<file path="src/fcp_defs.vh">
// constants of the flash config and protect block
`ifndef FCP_DEFS_VH
`define FCP_DEFS_VH

// register indices, byte address is four times the index
`define FCP_IDX_CONFIG 4'h3
`define FCP_IDX_PROTECT 4'h4
`define FCP_BYTE_OFS 2'h0

// configuration register fields
`define FCP_CFG_BEIE 7
`define FCP_CFG_CMD_DONE_IRQ_EN 6
`define FCP_CFG_KEY 5
`define FCP_CFG_RST 8'h00

// protection register fields
`define FCP_PR_POL 7
`define FCP_PR_NV 6
`define FCP_PR_HDIS 5
`define FCP_PR_HS_HI 4
`define FCP_PR_HS_LO 3
`define FCP_PR_LDIS 2
`define FCP_PR_LS_HI 1
`define FCP_PR_LS_LO 0
`define FCP_PROT_RST 8'hff

// security register backdoor key enable field
`define FCP_BACKDOOR_KEY_ENABLE_HI 7
`define FCP_BACKDOOR_KEY_ENABLE_LO 6
`define FCP_BACKDOOR_KEY_ENABLE_ON 2'h2

// flash map of the sized ranges
`define FCP_LO_BASE 16'h4000
`define FCP_LO_UNIT 16'h0400
`define FCP_HI_BASE 16'hc000
`define FCP_HI_UNIT 16'h0800
`define FCP_MID_ADDR 16'h8000
`define FCP_SAMPLES 8
`define FCP_ONE 16'h0001

`endif

</file>
<file path="src/fcp_prot_check.v">
// program and erase admission check against the active protection byte
`include "fcp_defs.vh"

module fcp_prot_check
(
    // clock and reset
    input wire i_clk,
    input wire i_rst,
    // active protection byte
    input wire [7:0] i_prot_cfg,
    // operation request
    input wire i_op_valid,
    input wire [15:0] i_op_addr,
    input wire i_op_mass_erase,
    // verdict, one cycle pulses
    output wire o_op_allowed,
    output wire o_protect_violation
);

////////////////////////////////////////////////////////////////////////////

// 1 when addr may not be programmed or erased under protection byte cfg
function fcp_prot_at;
    input [7:0] cfg;
    input [15:0] addr;
    reg [15:0] hi_start;
    reg [15:0] lo_end;
    reg in_hi;
    reg in_lo;
    reg ranged;
    begin
        hi_start = ~((`FCP_HI_UNIT << cfg[`FCP_PR_HS_HI:`FCP_PR_HS_LO])
            - `FCP_ONE);
        lo_end = `FCP_LO_BASE
            + (`FCP_LO_UNIT << cfg[`FCP_PR_LS_HI:`FCP_PR_LS_LO]) - `FCP_ONE;
        in_hi = (addr >= hi_start) && !cfg[`FCP_PR_HDIS];
        in_lo = (addr >= `FCP_LO_BASE) && (addr <= lo_end)
            && !cfg[`FCP_PR_LDIS];
        ranged = in_hi || in_lo;
        if (cfg[`FCP_PR_POL])
            fcp_prot_at = ranged;
        else
            fcp_prot_at = !ranged;
    end
endfunction

reg allowed_reg;
reg allowed_next;
reg viol_reg;
reg viol_next;
reg full_open;

always @*
begin
    allowed_next = 1'b0;
    viol_next = 1'b0;
    full_open = i_prot_cfg[`FCP_PR_POL] && i_prot_cfg[`FCP_PR_HDIS]
        && i_prot_cfg[`FCP_PR_LDIS];
    if (i_op_valid)
    begin
        if (i_op_mass_erase)
        begin
            // mass erase only with protection fully open
            allowed_next = full_open;
            viol_next = !full_open;
        end
        else
        begin
            // a protected target is refused and flagged
            allowed_next = !fcp_prot_at(i_prot_cfg, i_op_addr);
            viol_next = fcp_prot_at(i_prot_cfg, i_op_addr);
        end
    end
end

always @(posedge i_clk or posedge i_rst)
begin
    if (i_rst)
    begin
        allowed_reg <= 1'b0;
        viol_reg <= 1'b0;
    end
    else
    begin
        allowed_reg <= allowed_next;
        viol_reg <= viol_next;
    end
end

assign o_op_allowed = allowed_reg;
assign o_protect_violation = viol_reg;

endmodule

</file>
<file path="src/fcp_flash_cfg_prot.v">
// flash configuration and protection registers with avalon-mm slave
//
// Local design decision: register access over Avalon-MM.
`include "fcp_defs.vh"

// Function
// - config register: two irq enables and key gate read/write, rest zero
// - key gate writable only while backdoor key enable shows enabled
// - backdoor key enable counts as enabled only for encoding 10
// - buffer-empty irq requested while its enable and flag are both set
// - command-done irq requested while its enable and flag are both set
// - gate 0: array write starts command; gate 1: key word, reads invalid
// - protection register readable in every operating mode
// - polarity bit may only be written from 1 to 0
// - low size field writable only while low disable bit is 1
// - high size field writable only while high disable bit is 1
// - whole protection register loaded from nonvolatile byte at reset
// - program or erase of protected area refused, violation flagged
// - mass erase only with polarity and both disable bits set
// - polarity selects protected or unprotected meaning of ranges
// - high disable 0 creates the sized range at top of map
// - low disable 0 creates the sized range in lower map
// - high size selects 2, 4, 8 or 16 Kbytes ending at ffff
// - low size selects 1, 2, 4 or 8 Kbytes from 4000
// - write leading to a disallowed scenario is ignored entirely
module fcp_flash_cfg_prot
#(
    parameter ADDR_W = 6
)
(
    // clock and reset
    input wire i_clk,
    input wire i_rst,
    // avalon-mm slave
    input wire [ADDR_W-1:0] i_avs_address,
    input wire i_avs_read,
    input wire i_avs_write,
    input wire [31:0] i_avs_writedata,
    input wire [3:0] i_avs_byteenable,
    output wire [31:0] o_avs_readdata,
    output wire o_avs_waitrequest,
    // reset sequence load of the protection byte
    input wire i_nv_load,
    input wire [7:0] i_nv_protect_byte,
    // security register contents
    input wire [7:0] i_security_reg,
    // command controller flags
    input wire i_buf_empty_flag,
    input wire i_cmd_done_flag,
    // interrupt requests
    output wire o_buf_empty_irq,
    output wire o_cmd_done_irq,
    // flash array access steering
    input wire i_array_write,
    input wire i_array_read,
    output wire o_cmd_write_start,
    output wire o_key_word_write,
    output wire o_array_read_invalid,
    output wire o_key_write_gate,
    // program and erase admission
    input wire i_op_valid,
    input wire [15:0] i_op_addr,
    input wire i_op_mass_erase,
    output wire o_op_allowed,
    output wire o_protect_violation,
    // active protection byte for the rest of the controller
    output wire [7:0] o_protect_cfg
);

////////////////////////////////////////////////////////////////////////////
// transition check: protection may be added, never removed

// 1 when addr may not be programmed or erased under protection byte cfg
function fcp_prot_at;
    input [7:0] cfg;
    input [15:0] addr;
    reg [15:0] hi_start;
    reg [15:0] lo_end;
    reg in_hi;
    reg in_lo;
    reg ranged;
    begin
        // 00:f800 01:f000 10:e000 11:c000, all ending at ffff
        hi_start = ~((`FCP_HI_UNIT << cfg[`FCP_PR_HS_HI:`FCP_PR_HS_LO])
            - `FCP_ONE);
        // 00:43ff 01:47ff 10:4fff 11:5fff, all starting at 4000
        lo_end = `FCP_LO_BASE
            + (`FCP_LO_UNIT << cfg[`FCP_PR_LS_HI:`FCP_PR_LS_LO]) - `FCP_ONE;
        // a cleared disable bit makes its range exist
        in_hi = (addr >= hi_start) && !cfg[`FCP_PR_HDIS];
        in_lo = (addr >= `FCP_LO_BASE) && (addr <= lo_end)
            && !cfg[`FCP_PR_LDIS];
        ranged = in_hi || in_lo;
        // polarity swaps ranges between protected and unprotected
        if (cfg[`FCP_PR_POL])
            fcp_prot_at = ranged;
        else
            fcp_prot_at = !ranged;
    end
endfunction

// 1 when every address protected under old stays protected under new
function fcp_scn_legal;
    input [7:0] old_cfg;
    input [7:0] new_cfg;
    reg [15:0] lo_a;
    reg [15:0] hi_a;
    reg ok;
    integer k;
    begin
        ok = !fcp_prot_at(old_cfg, `FCP_MID_ADDR)
            || fcp_prot_at(new_cfg, `FCP_MID_ADDR);
        lo_a = `FCP_LO_BASE;
        hi_a = `FCP_HI_BASE;
        for (k = 0; k < `FCP_SAMPLES; k = k + 1)
        begin
            if (fcp_prot_at(old_cfg, lo_a) && !fcp_prot_at(new_cfg, lo_a))
                ok = 1'b0;
            if (fcp_prot_at(old_cfg, hi_a) && !fcp_prot_at(new_cfg, hi_a))
                ok = 1'b0;
            lo_a = lo_a + `FCP_LO_UNIT;
            hi_a = hi_a + `FCP_HI_UNIT;
        end
        fcp_scn_legal = ok;
    end
endfunction

////////////////////////////////////////////////////////////////////////////
// bus slave handshake

reg wait_reg;
reg wait_next;
reg [31:0] rdata_reg;
reg [31:0] rdata_next;
wire bus_req;
wire bus_done;
wire [3:0] reg_idx;
wire lane_ok;
wire wr_cfg;
wire wr_prot;
wire [7:0] wbyte;

assign bus_req = i_avs_read || i_avs_write;
// the access completes at the edge where waitrequest is seen low
assign bus_done = bus_req && !wait_reg;
assign reg_idx = i_avs_address[ADDR_W-1:2];
assign lane_ok = (i_avs_address[1:0] == `FCP_BYTE_OFS);
assign wbyte = i_avs_writedata[7:0];
assign wr_cfg = bus_done && i_avs_write && lane_ok && i_avs_byteenable[0]
    && (reg_idx == `FCP_IDX_CONFIG);
assign wr_prot = bus_done && i_avs_write && lane_ok && i_avs_byteenable[0]
    && (reg_idx == `FCP_IDX_PROTECT);

// one wait cycle per access, then release for exactly one edge
always @*
begin
    wait_next = 1'b1;
    if (bus_req && wait_reg)
        wait_next = 1'b0;
end

////////////////////////////////////////////////////////////////////////////
// configuration register

reg [7:0] cfg_reg;
reg [7:0] cfg_next;
wire backdoor_key_enable_on;

// only encoding 10 of the key enable field unlocks the gate
assign backdoor_key_enable_on = (i_security_reg[`FCP_BACKDOOR_KEY_ENABLE_HI:`FCP_BACKDOOR_KEY_ENABLE_LO]
    == `FCP_BACKDOOR_KEY_ENABLE_ON);

always @*
begin
    cfg_next = cfg_reg;
    if (wr_cfg)
    begin
        // enables are plain read/write bits
        cfg_next[`FCP_CFG_BEIE] = wbyte[`FCP_CFG_BEIE];
        cfg_next[`FCP_CFG_CMD_DONE_IRQ_EN] = wbyte[`FCP_CFG_CMD_DONE_IRQ_EN];
        // gate write dropped unless backdoor key access is enabled
        if (backdoor_key_enable_on)
            cfg_next[`FCP_CFG_KEY] = wbyte[`FCP_CFG_KEY];
    end
end

////////////////////////////////////////////////////////////////////////////
// protection register

reg [7:0] prot_reg;
reg [7:0] prot_next;
reg [7:0] prot_cand;

always @*
begin
    prot_cand = prot_reg;
    // polarity can only fall
    prot_cand[`FCP_PR_POL] = prot_reg[`FCP_PR_POL] && wbyte[`FCP_PR_POL];
    prot_cand[`FCP_PR_HDIS] = wbyte[`FCP_PR_HDIS];
    prot_cand[`FCP_PR_LDIS] = wbyte[`FCP_PR_LDIS];
    // high size frozen once its disable bit is cleared
    if (prot_reg[`FCP_PR_HDIS])
        prot_cand[`FCP_PR_HS_HI:`FCP_PR_HS_LO] =
            wbyte[`FCP_PR_HS_HI:`FCP_PR_HS_LO];
    // low size frozen once its disable bit is cleared
    if (prot_reg[`FCP_PR_LDIS])
        prot_cand[`FCP_PR_LS_HI:`FCP_PR_LS_LO] =
            wbyte[`FCP_PR_LS_HI:`FCP_PR_LS_LO];
    prot_next = prot_reg;
    if (i_nv_load)
        // reset sequence copies the nonvolatile byte unchecked
        prot_next = i_nv_protect_byte;
    else if (wr_prot && fcp_scn_legal(prot_reg, prot_cand))
        // a write removing protection leaves the register as it was
        prot_next = prot_cand;
end

////////////////////////////////////////////////////////////////////////////
// read mux

always @*
begin
    rdata_next = rdata_reg;
    if (bus_req && wait_reg)
    begin
        rdata_next = 32'h00000000;
        if (i_avs_read && lane_ok && (reg_idx == `FCP_IDX_CONFIG))
            // unimplemented positions read zero
            rdata_next[7:0] = cfg_reg;
        else if (i_avs_read && lane_ok && (reg_idx == `FCP_IDX_PROTECT))
            // readable regardless of operating mode
            rdata_next[7:0] = prot_reg;
    end
end

////////////////////////////////////////////////////////////////////////////
// interrupt requests and array access steering

reg be_irq_reg;
reg cd_irq_reg;
reg cmd_start_reg;
reg key_word_reg;
reg rd_inval_reg;
wire gate;

assign gate = cfg_reg[`FCP_CFG_KEY];

always @(posedge i_clk or posedge i_rst)
begin
    if (i_rst)
    begin
        be_irq_reg <= 1'b0;
        cd_irq_reg <= 1'b0;
        cmd_start_reg <= 1'b0;
        key_word_reg <= 1'b0;
        rd_inval_reg <= 1'b0;
    end
    else
    begin
        be_irq_reg <= cfg_reg[`FCP_CFG_BEIE] && i_buf_empty_flag;
        cd_irq_reg <= cfg_reg[`FCP_CFG_CMD_DONE_IRQ_EN] && i_cmd_done_flag;
        cmd_start_reg <= i_array_write && !gate;
        key_word_reg <= i_array_write && gate;
        rd_inval_reg <= i_array_read && gate;
    end
end

////////////////////////////////////////////////////////////////////////////
// state registers

always @(posedge i_clk or posedge i_rst)
begin
    if (i_rst)
    begin
        wait_reg <= 1'b1;
        rdata_reg <= 32'h00000000;
        cfg_reg <= `FCP_CFG_RST;
        prot_reg <= `FCP_PROT_RST;
    end
    else
    begin
        wait_reg <= wait_next;
        rdata_reg <= rdata_next;
        cfg_reg <= cfg_next;
        prot_reg <= prot_next;
    end
end

////////////////////////////////////////////////////////////////////////////
// program and erase admission

fcp_prot_check u_check
(
    .i_clk(i_clk),
    .i_rst(i_rst),
    .i_prot_cfg(prot_reg),
    .i_op_valid(i_op_valid),
    .i_op_addr(i_op_addr),
    .i_op_mass_erase(i_op_mass_erase),
    .o_op_allowed(o_op_allowed),
    .o_protect_violation(o_protect_violation)
);

////////////////////////////////////////////////////////////////////////////
// outputs

assign o_avs_readdata = rdata_reg;
assign o_avs_waitrequest = wait_reg;
assign o_buf_empty_irq = be_irq_reg;
assign o_cmd_done_irq = cd_irq_reg;
assign o_cmd_write_start = cmd_start_reg;
assign o_key_word_write = key_word_reg;
assign o_array_read_invalid = rd_inval_reg;
assign o_key_write_gate = gate;
assign o_protect_cfg = prot_reg;

endmodule

</file>
<file path="config.mk">
export PLATFORM = sky130hd
export DESIGN_NAME = fcp_flash_cfg_prot
export DESIGN_NICKNAME = d
export VERILOG_FILES = /design/src/fcp_prot_check.v /design/src/fcp_flash_cfg_prot.v
export VERILOG_INCLUDE_DIRS = /design/src
export SDC_FILE = /design/constraint.sdc
export NUM_CORES = 1
export LEC_CHECK = 0
export CORE_MARGIN = 3
export CORE_UTILIZATION = 47
export CTS_BUF_LIST = sky130_fd_sc_hd__clkbuf_16
export CTS_CLUSTER_SIZE = 16
export DETAILED_ROUTE_END_ITERATION = 6
export DONT_BUFFER_PORTS = 1
export SYNTH_ARGS = -nofsm -noshare
export SYNTH_HDL_FRONTEND = slang
export SYNTH_SLANG_ARGS = --single-unit
</file>
<file path="constraint.sdc">
create_clock -name i_clk -period 2.1 [get_ports i_clk]
set_input_delay 0.105 -clock i_clk [delete_from_list [all_inputs] [get_ports i_clk]]
set_output_delay 0.105 -clock i_clk [all_outputs]
set_load 0.05 [all_outputs]
</file>
# Word-level counts from Yosys, hierarchy flattened

Index checks and enable logic that the tools add are counted.

Output and inout bits: 49
Flip-flop bits (word level): 27
Input bits: 85

Shift operators: 4
Magnitude comparators: 71
Reduce and logical (&&, ||, !) cells: 206
$add $sub $neg: 6
Muxes and demuxes: 99
Bitwise gates (word level): 2
Eq/ne operators: 3

Operator list:

| operator               | number |
|---|---|
| $ge 16x16->1 const A   | 18 |
| $le 16x16->1 const A   | 18 |
| $ge 15x16->1 const A   | 16 |
| $le 15x16->1 const A   | 16 |
| $logic_and 1x1->1      | 106 |
| $mux 1                 | 93 |
| $sub 16x1->16 const B  | 4 |
| $logic_not 1->1        | 60 |
| $logic_or 1x1->1       | 37 |
| $add 15x16->16 const A | 2 |
| $mux 8                 | 4 |
| $not 16->16            | 2 |
| $shl 11x2->16 const A  | 2 |
| $shl 12x2->16 const A  | 2 |
| $ge 16x15->1 const B   | 1 |
| $ge 16x16->1           | 1 |
| $le 16x16->1           | 1 |
| $eq 4x2->1 const B     | 1 |
| $eq 4x3->1 const B     | 1 |
| $mux 2                 | 2 |
| $eq 2x2->1 const B     | 1 |
| $logic_not 2->1        | 1 |
| $reduce_and 2->1       | 1 |
| $reduce_bool 2->1      | 1 |

# Depth between registers and ports, before layout

Word-level depth: 32
Mapped depth: 10
Gate-level depth less buffers: 10

# By module

From an unflattened synthesis, not the netlist that was laid out.

Cell total of the unflattened synthesis: 219
Area total of the unflattened synthesis: 2009.4 µm²

Modules (own cells, without submodules):

| module             | sequential area each (µm²) | instances | cells each | area an instance (µm²) |
|---|---|---|---|---|
| fcp_flash_cfg_prot | 636.9                      | 1         | 171        | 1594.0 |
| fcp_prot_check     | 50.0                       | 1         | 48         | 415.4 |

# Worst setup path before layout

No wires, ideal clock.

Path type: reg2reg
Start point: reg prot_reg[1], in the netlist o_protect_cfg[1]
End point: reg prot_reg[0], in the netlist o_protect_cfg[0]
Buffers on the path: 1
Stages on the path, launching flop included: 10
Arrival: 2.343 ns
Required time: 2.032 ns
Library setup time: 0.068 ns
Clock period less this slack: 2.411 ns
Path slack: -0.311 ns
Cells stage by stage: dfstp_2 inv_1 nand2_1 ha_1 or2_0 a311o_1 a2bb2oi_1 buf_6 a31o_1 a21oi_2

Cells in the longest elaborated chain, start to end: 31
Elaborated cells on any way between the ends: 264

RTL lines:

| what                                 | line                     | RTL |
|---|---|---|
| start: declaration                   | fcp_flash_cfg_prot.v:190 | `reg [7:0] prot_reg;` |
| start signal: assignment             | fcp_flash_cfg_prot.v:278 | `` prot_reg <= `FCP_PROT_RST; `` |
| start signal: assignment             | fcp_flash_cfg_prot.v:285 | `prot_reg <= prot_next;` |
| $mux 2                               | fcp_flash_cfg_prot.v:206 | `` if (prot_reg[`FCP_PR_LDIS]) `` |
| $shl 11x2->16 (no source line)       | --                       |  |
| $add 15x16->16 (no source line)      | --                       |  |
| $sub 16x1->16 (no source line)       | --                       |  |
| $le 15x16->1                         | fcp_flash_cfg_prot.v:91  | `` in_lo = (addr >= `FCP_LO_BASE) && (addr <= lo_end) `` |
| $logic_and 1x1->1                    | fcp_flash_cfg_prot.v:91  |  |
| $logic_or 1x1->1                     | fcp_flash_cfg_prot.v:93  | `ranged = in_hi \|\| in_lo;` |
| $logic_not 1->1                      | fcp_flash_cfg_prot.v:98  | `fcp_prot_at = !ranged;` |
| [10 not listed]                      | --                       |  |
| $mux 1                               | fcp_flash_cfg_prot.v:117 | `if (fcp_prot_at(old_cfg, lo_a) && !fcp_prot_at(new_cfg, lo_a))` |
| $mux 1                               | fcp_flash_cfg_prot.v:119 | `if (fcp_prot_at(old_cfg, hi_a) && !fcp_prot_at(new_cfg, hi_a))` |
| $mux 1                               | fcp_flash_cfg_prot.v:117 |  |
| $mux 1 (6 in series)                 | --                       |  |
| $mux 1 *                             | fcp_flash_cfg_prot.v:119 |  |
| $mux 1 *                             | fcp_flash_cfg_prot.v:210 | `if (i_nv_load)` |
| $logic_and 1x1->1 *                  | fcp_flash_cfg_prot.v:213 | `else if (wr_prot && fcp_scn_legal(prot_reg, prot_cand))` |
| $reduce_bool 2->1 (no source line) * | --                       |  |

Every way passes the cells marked *; elsewhere a longest branch is shown, timed or not. The select of a mux whose other input is x is not followed.
A chain may end at the register's enable or synchronous reset.

# Worst setup path after layout

Start point: reg prot_reg[0], in the netlist o_protect_cfg[0]
End point: reg prot_reg[0], in the netlist o_protect_cfg[0]

Cells in the longest elaborated chain, start to end: 31
Elaborated cells on any way between the ends: 266

RTL lines:

| what                               | line |
|---|---|
| $mux 2                             | fcp_flash_cfg_prot.v:206 |
| $shl 11x2->16 (no source line)     | -- |
| $add 15x16->16 (no source line)    | -- |
| $sub 16x1->16 (no source line)     | -- |
| $le 15x16->1                       | fcp_flash_cfg_prot.v:91 |
| $logic_and 1x1->1                  | fcp_flash_cfg_prot.v:91 |
| $logic_or 1x1->1                   | fcp_flash_cfg_prot.v:93 |
| $logic_not 1->1                    | fcp_flash_cfg_prot.v:98 |
| [10 not listed]                    | -- |
| $mux 1                             | fcp_flash_cfg_prot.v:117 |
| $mux 1                             | fcp_flash_cfg_prot.v:119 |
| $mux 1                             | fcp_flash_cfg_prot.v:117 |
| $mux 1 (6 in series)               | -- |
| $mux 1                             | fcp_flash_cfg_prot.v:119 |
| $mux 1                             | fcp_flash_cfg_prot.v:210 |
| $logic_and 1x1->1                  | fcp_flash_cfg_prot.v:213 |
| $reduce_bool 2->1 (no source line) | -- |

Several ways; a longest one is shown, not always the timed one. The select of a mux whose other input is x is not followed.

==> results.cfg <==
[run_status]
outcome = finished with violations
violations = setup timing

[logic_synthesis]
synth.largest_area_cell = dfrtp_1
synth.cell_area_mm2 = 0.00197
ys_warn_count = 0
synth-edff-count = 0
synth_cell_type_count = 52
synthTopCellsByArea = dfrtp_1 (23%), dfstp_2 (12%), buf_4 (9.5%), ha_1 (7.6%), nand2_1 (4.6%)
synthArstFlopShare = 1.00
synth_top_area_share = 0.228
syn_area_per_cell_um2 = 9.53
syn_inst = 207
synth-seq-cells = 27
synth_flop_cell = dfrtp_1
synth-seq-area-share = 0.348

[finish]
finalNonFillerCells = 285
num-fill-cells = 334
area.growth.synth_to_final_pct = 20.0
drive_above_1_share = 0.300
nNetsFinal = 335
antenna_cells = 0

[grt]
met1_usage = 0.235
grt_max_degree = 24
gr-total-overflow = 0
grt_pass1_wl_mm = 7.78
antenna_found_initial = 0
track_usage = 0.188
grt-busiest-layer = met2
grtUsageMet2 = 0.327
grtUsageMet3 = 0.0526
grt_pass1_vias = 1648

[critical_path]
startpoint_type = flip-flop
path_delay_family = compound AO/OA/AOI/OAI gates
crit_path_cell_trace = inv_2, nand2_2, ha_4, or2_0, a311o_1, a2bb2oi_4, buf_6, a31o_1, a21oi_2
cp_slowest_cell = dfstp_4
cp_num_buf_inv = 2
reg2reg_slack_ps = -110
crit_path_max_fanout = 5
max_stage_delay_ps = 640
critPathKind = reg2reg
cp.arrival_ps = 2410
end_kind = flip-flop
cp.required_ps = 2300

[placed_design]
dp_hpwl_mm = 3.72
routabilityCongestion = 0.772
numPortBuffers = 0
place_ws_ps = -135
placed_cells = 267

[clock_tree]
numCtsBuffers = 3
cts_tree = yes
cts.sinks = 27
ctsLongestPathBuffers = 2
ctsHtreeMaxLevel = 1
worstSkewPairLatency_ps = 260
clk_pin_slew_ps = 70
clock-root-buffer = clkbuf_16

[sta]
worst_pin_slew_ps = 943
rsz0062_at_grt = true
finalSetupTns_ps = -751
period_minus_slack_ps = 2210
fmax_mhz = 452
worst_slack_ps = -112
slew_violations = 0
fin_skew_ps = 9.56
fin_crit_sh = 1.05
finalHoldViolCount = 0
max_slew_margin = 0.367
final-setup-viol-count = 8

[floorplan]
placeableCoreArea_mm2 = 0.00385
fp.dieH_um = 70.8
row_count = 22
io_pins = 134
die_x_um = 70.8
start_util = 0.512
die_area_mm2 = 0.00501

[power_and_ir_drop]
p_leak_nw = 1.05
p_total_w = 0.00155
peakVddDrop_mv = 0.417
powerDensity_mw_per_mm2 = 656

[route]
drt_iter0_markers = 93
routed_wirelength_mm = 4.70
vias = 1588
drtPass1Iterations = 4
wl_per_cell_um = 16.5
viasPerCell = 5.57
drc = 0
antenna_left = 0

[worst_hold_path]
hold_path.class = in2reg

[flow_run]
cap_violations = 0
==> layout make-up <==
type,instances,area [um2],area share
Clock inverter,1,7.51,0.00317
Sequential cell,27,694,0.293
Multi-Input combinational cell,161,1190,0.501
Inverter,10,40.0,0.0169
Tap cell,48,60.1,0.0254
Clock buffer,3,75.1,0.0317
Timing Repair Buffer,35,303,0.128
==> cells in the final DEF (no fill, tap or decap), drive strengths merged, types with 6 or more instances in the layout <==
cell type and count:
a21oi 6, buf 22, conb 26, dfrtp 18, dfstp 9, dlygate4sd3 13, ha 12, inv 10
nand2 24, nor2 9, nor2b 8, o21ai 12
==> power breakdown <==
part	leakage, nW	total (W)	internal [W]	switching, W
combinational	0.676	0.000485	0.000174	0.000312
sequential	0.342	0.000623	0.000561	0.0000625
clock	0.0371	0.000445	0.000259	0.000186
total	1.05	0.00155	0.000993	0.000560
==> final timing paths <==
path                                      startpoint  depth (start not counted)                end
worst min-delay path            i_nv_protect_byte[4]                          2   o_protect_cfg[4]
worst min register to register            cfg_reg[6]                          1         cfg_reg[6]
worst max-delay path                o_protect_cfg[0]                          9   o_protect_cfg[0]
max in group asynchronous                      i_rst                          3   o_protect_cfg[5]
min in group asynchronous                      i_rst                          2  o_avs_readdata[3]
worst max register to register      o_protect_cfg[0]                          9   o_protect_cfg[0]
==> through the flow <==
stage	utilization	hold WS [ps]	area (um2)
final	0.614	1.46	2370
after global routing	0.614	0.334	2370
after CTS	0.613	0.535	2360
after detailed placement	0.539	218	2080
after global placement	0.539	202	2080
after floorplan	-	151	2100
==> cells by family after synthesis <==
family                   Yosys count  synth area share
buffers and inverters             43             0.143
adder cells (fa/ha/maj)           12            0.0761
multiplexers                       4            0.0228
XOR/XNOR                           4            0.0178
flip-flops                        27             0.348
AO/OA/AOI/OAI                     52             0.218
AND/OR/NAND/NOR                   63             0.169
other                              2           0.00381
==> layer usage <==
metal | wire [um] | share of wire | vias to the layer above
met3 | 418 | 0.089 | 6
met1 | 1870 | 0.40 | 763
met5 | 0 | 0 | -
met2 | 2390 | 0.51 | 75
li1 | - | - | 744
met4 | 29 | 0.0062 | 0
==> cells in the mapped netlist (8+ instances only) <==
| master | count |
|---|---|
| nor2b_1 | 8 |
| o21ai_0 | 11 |
| nand2_1 | 24 |
| nor2_1 | 9 |
| dfstp_2 | 9 |
| ha_1 | 12 |
| dfrtp_1 | 18 |
| inv_1 | 10 |
| buf_4 | 25 |
==> worst register-to-register path, delay by kind of cell, from the launching register on <==
kind                       cells  cell delay, ps
and+or+nand+nor                2             270
adders and majority gates      1             200
DFF                            1             640
buffers and inverters          2             180
AOI/OAI and AO/OA              4             860
==> timing repair <==
item / 4_1_cts / 5_1_grt
pin swaps: 4 / 1
setup buffers: 1 / 0
setup endpoints to repair: 9 / 9
hold endpoints to repair: 32 / 0
hold buffers: 13 / 0
gates resized for setup: 11 / 1
(Power assumes the default switching activity.)
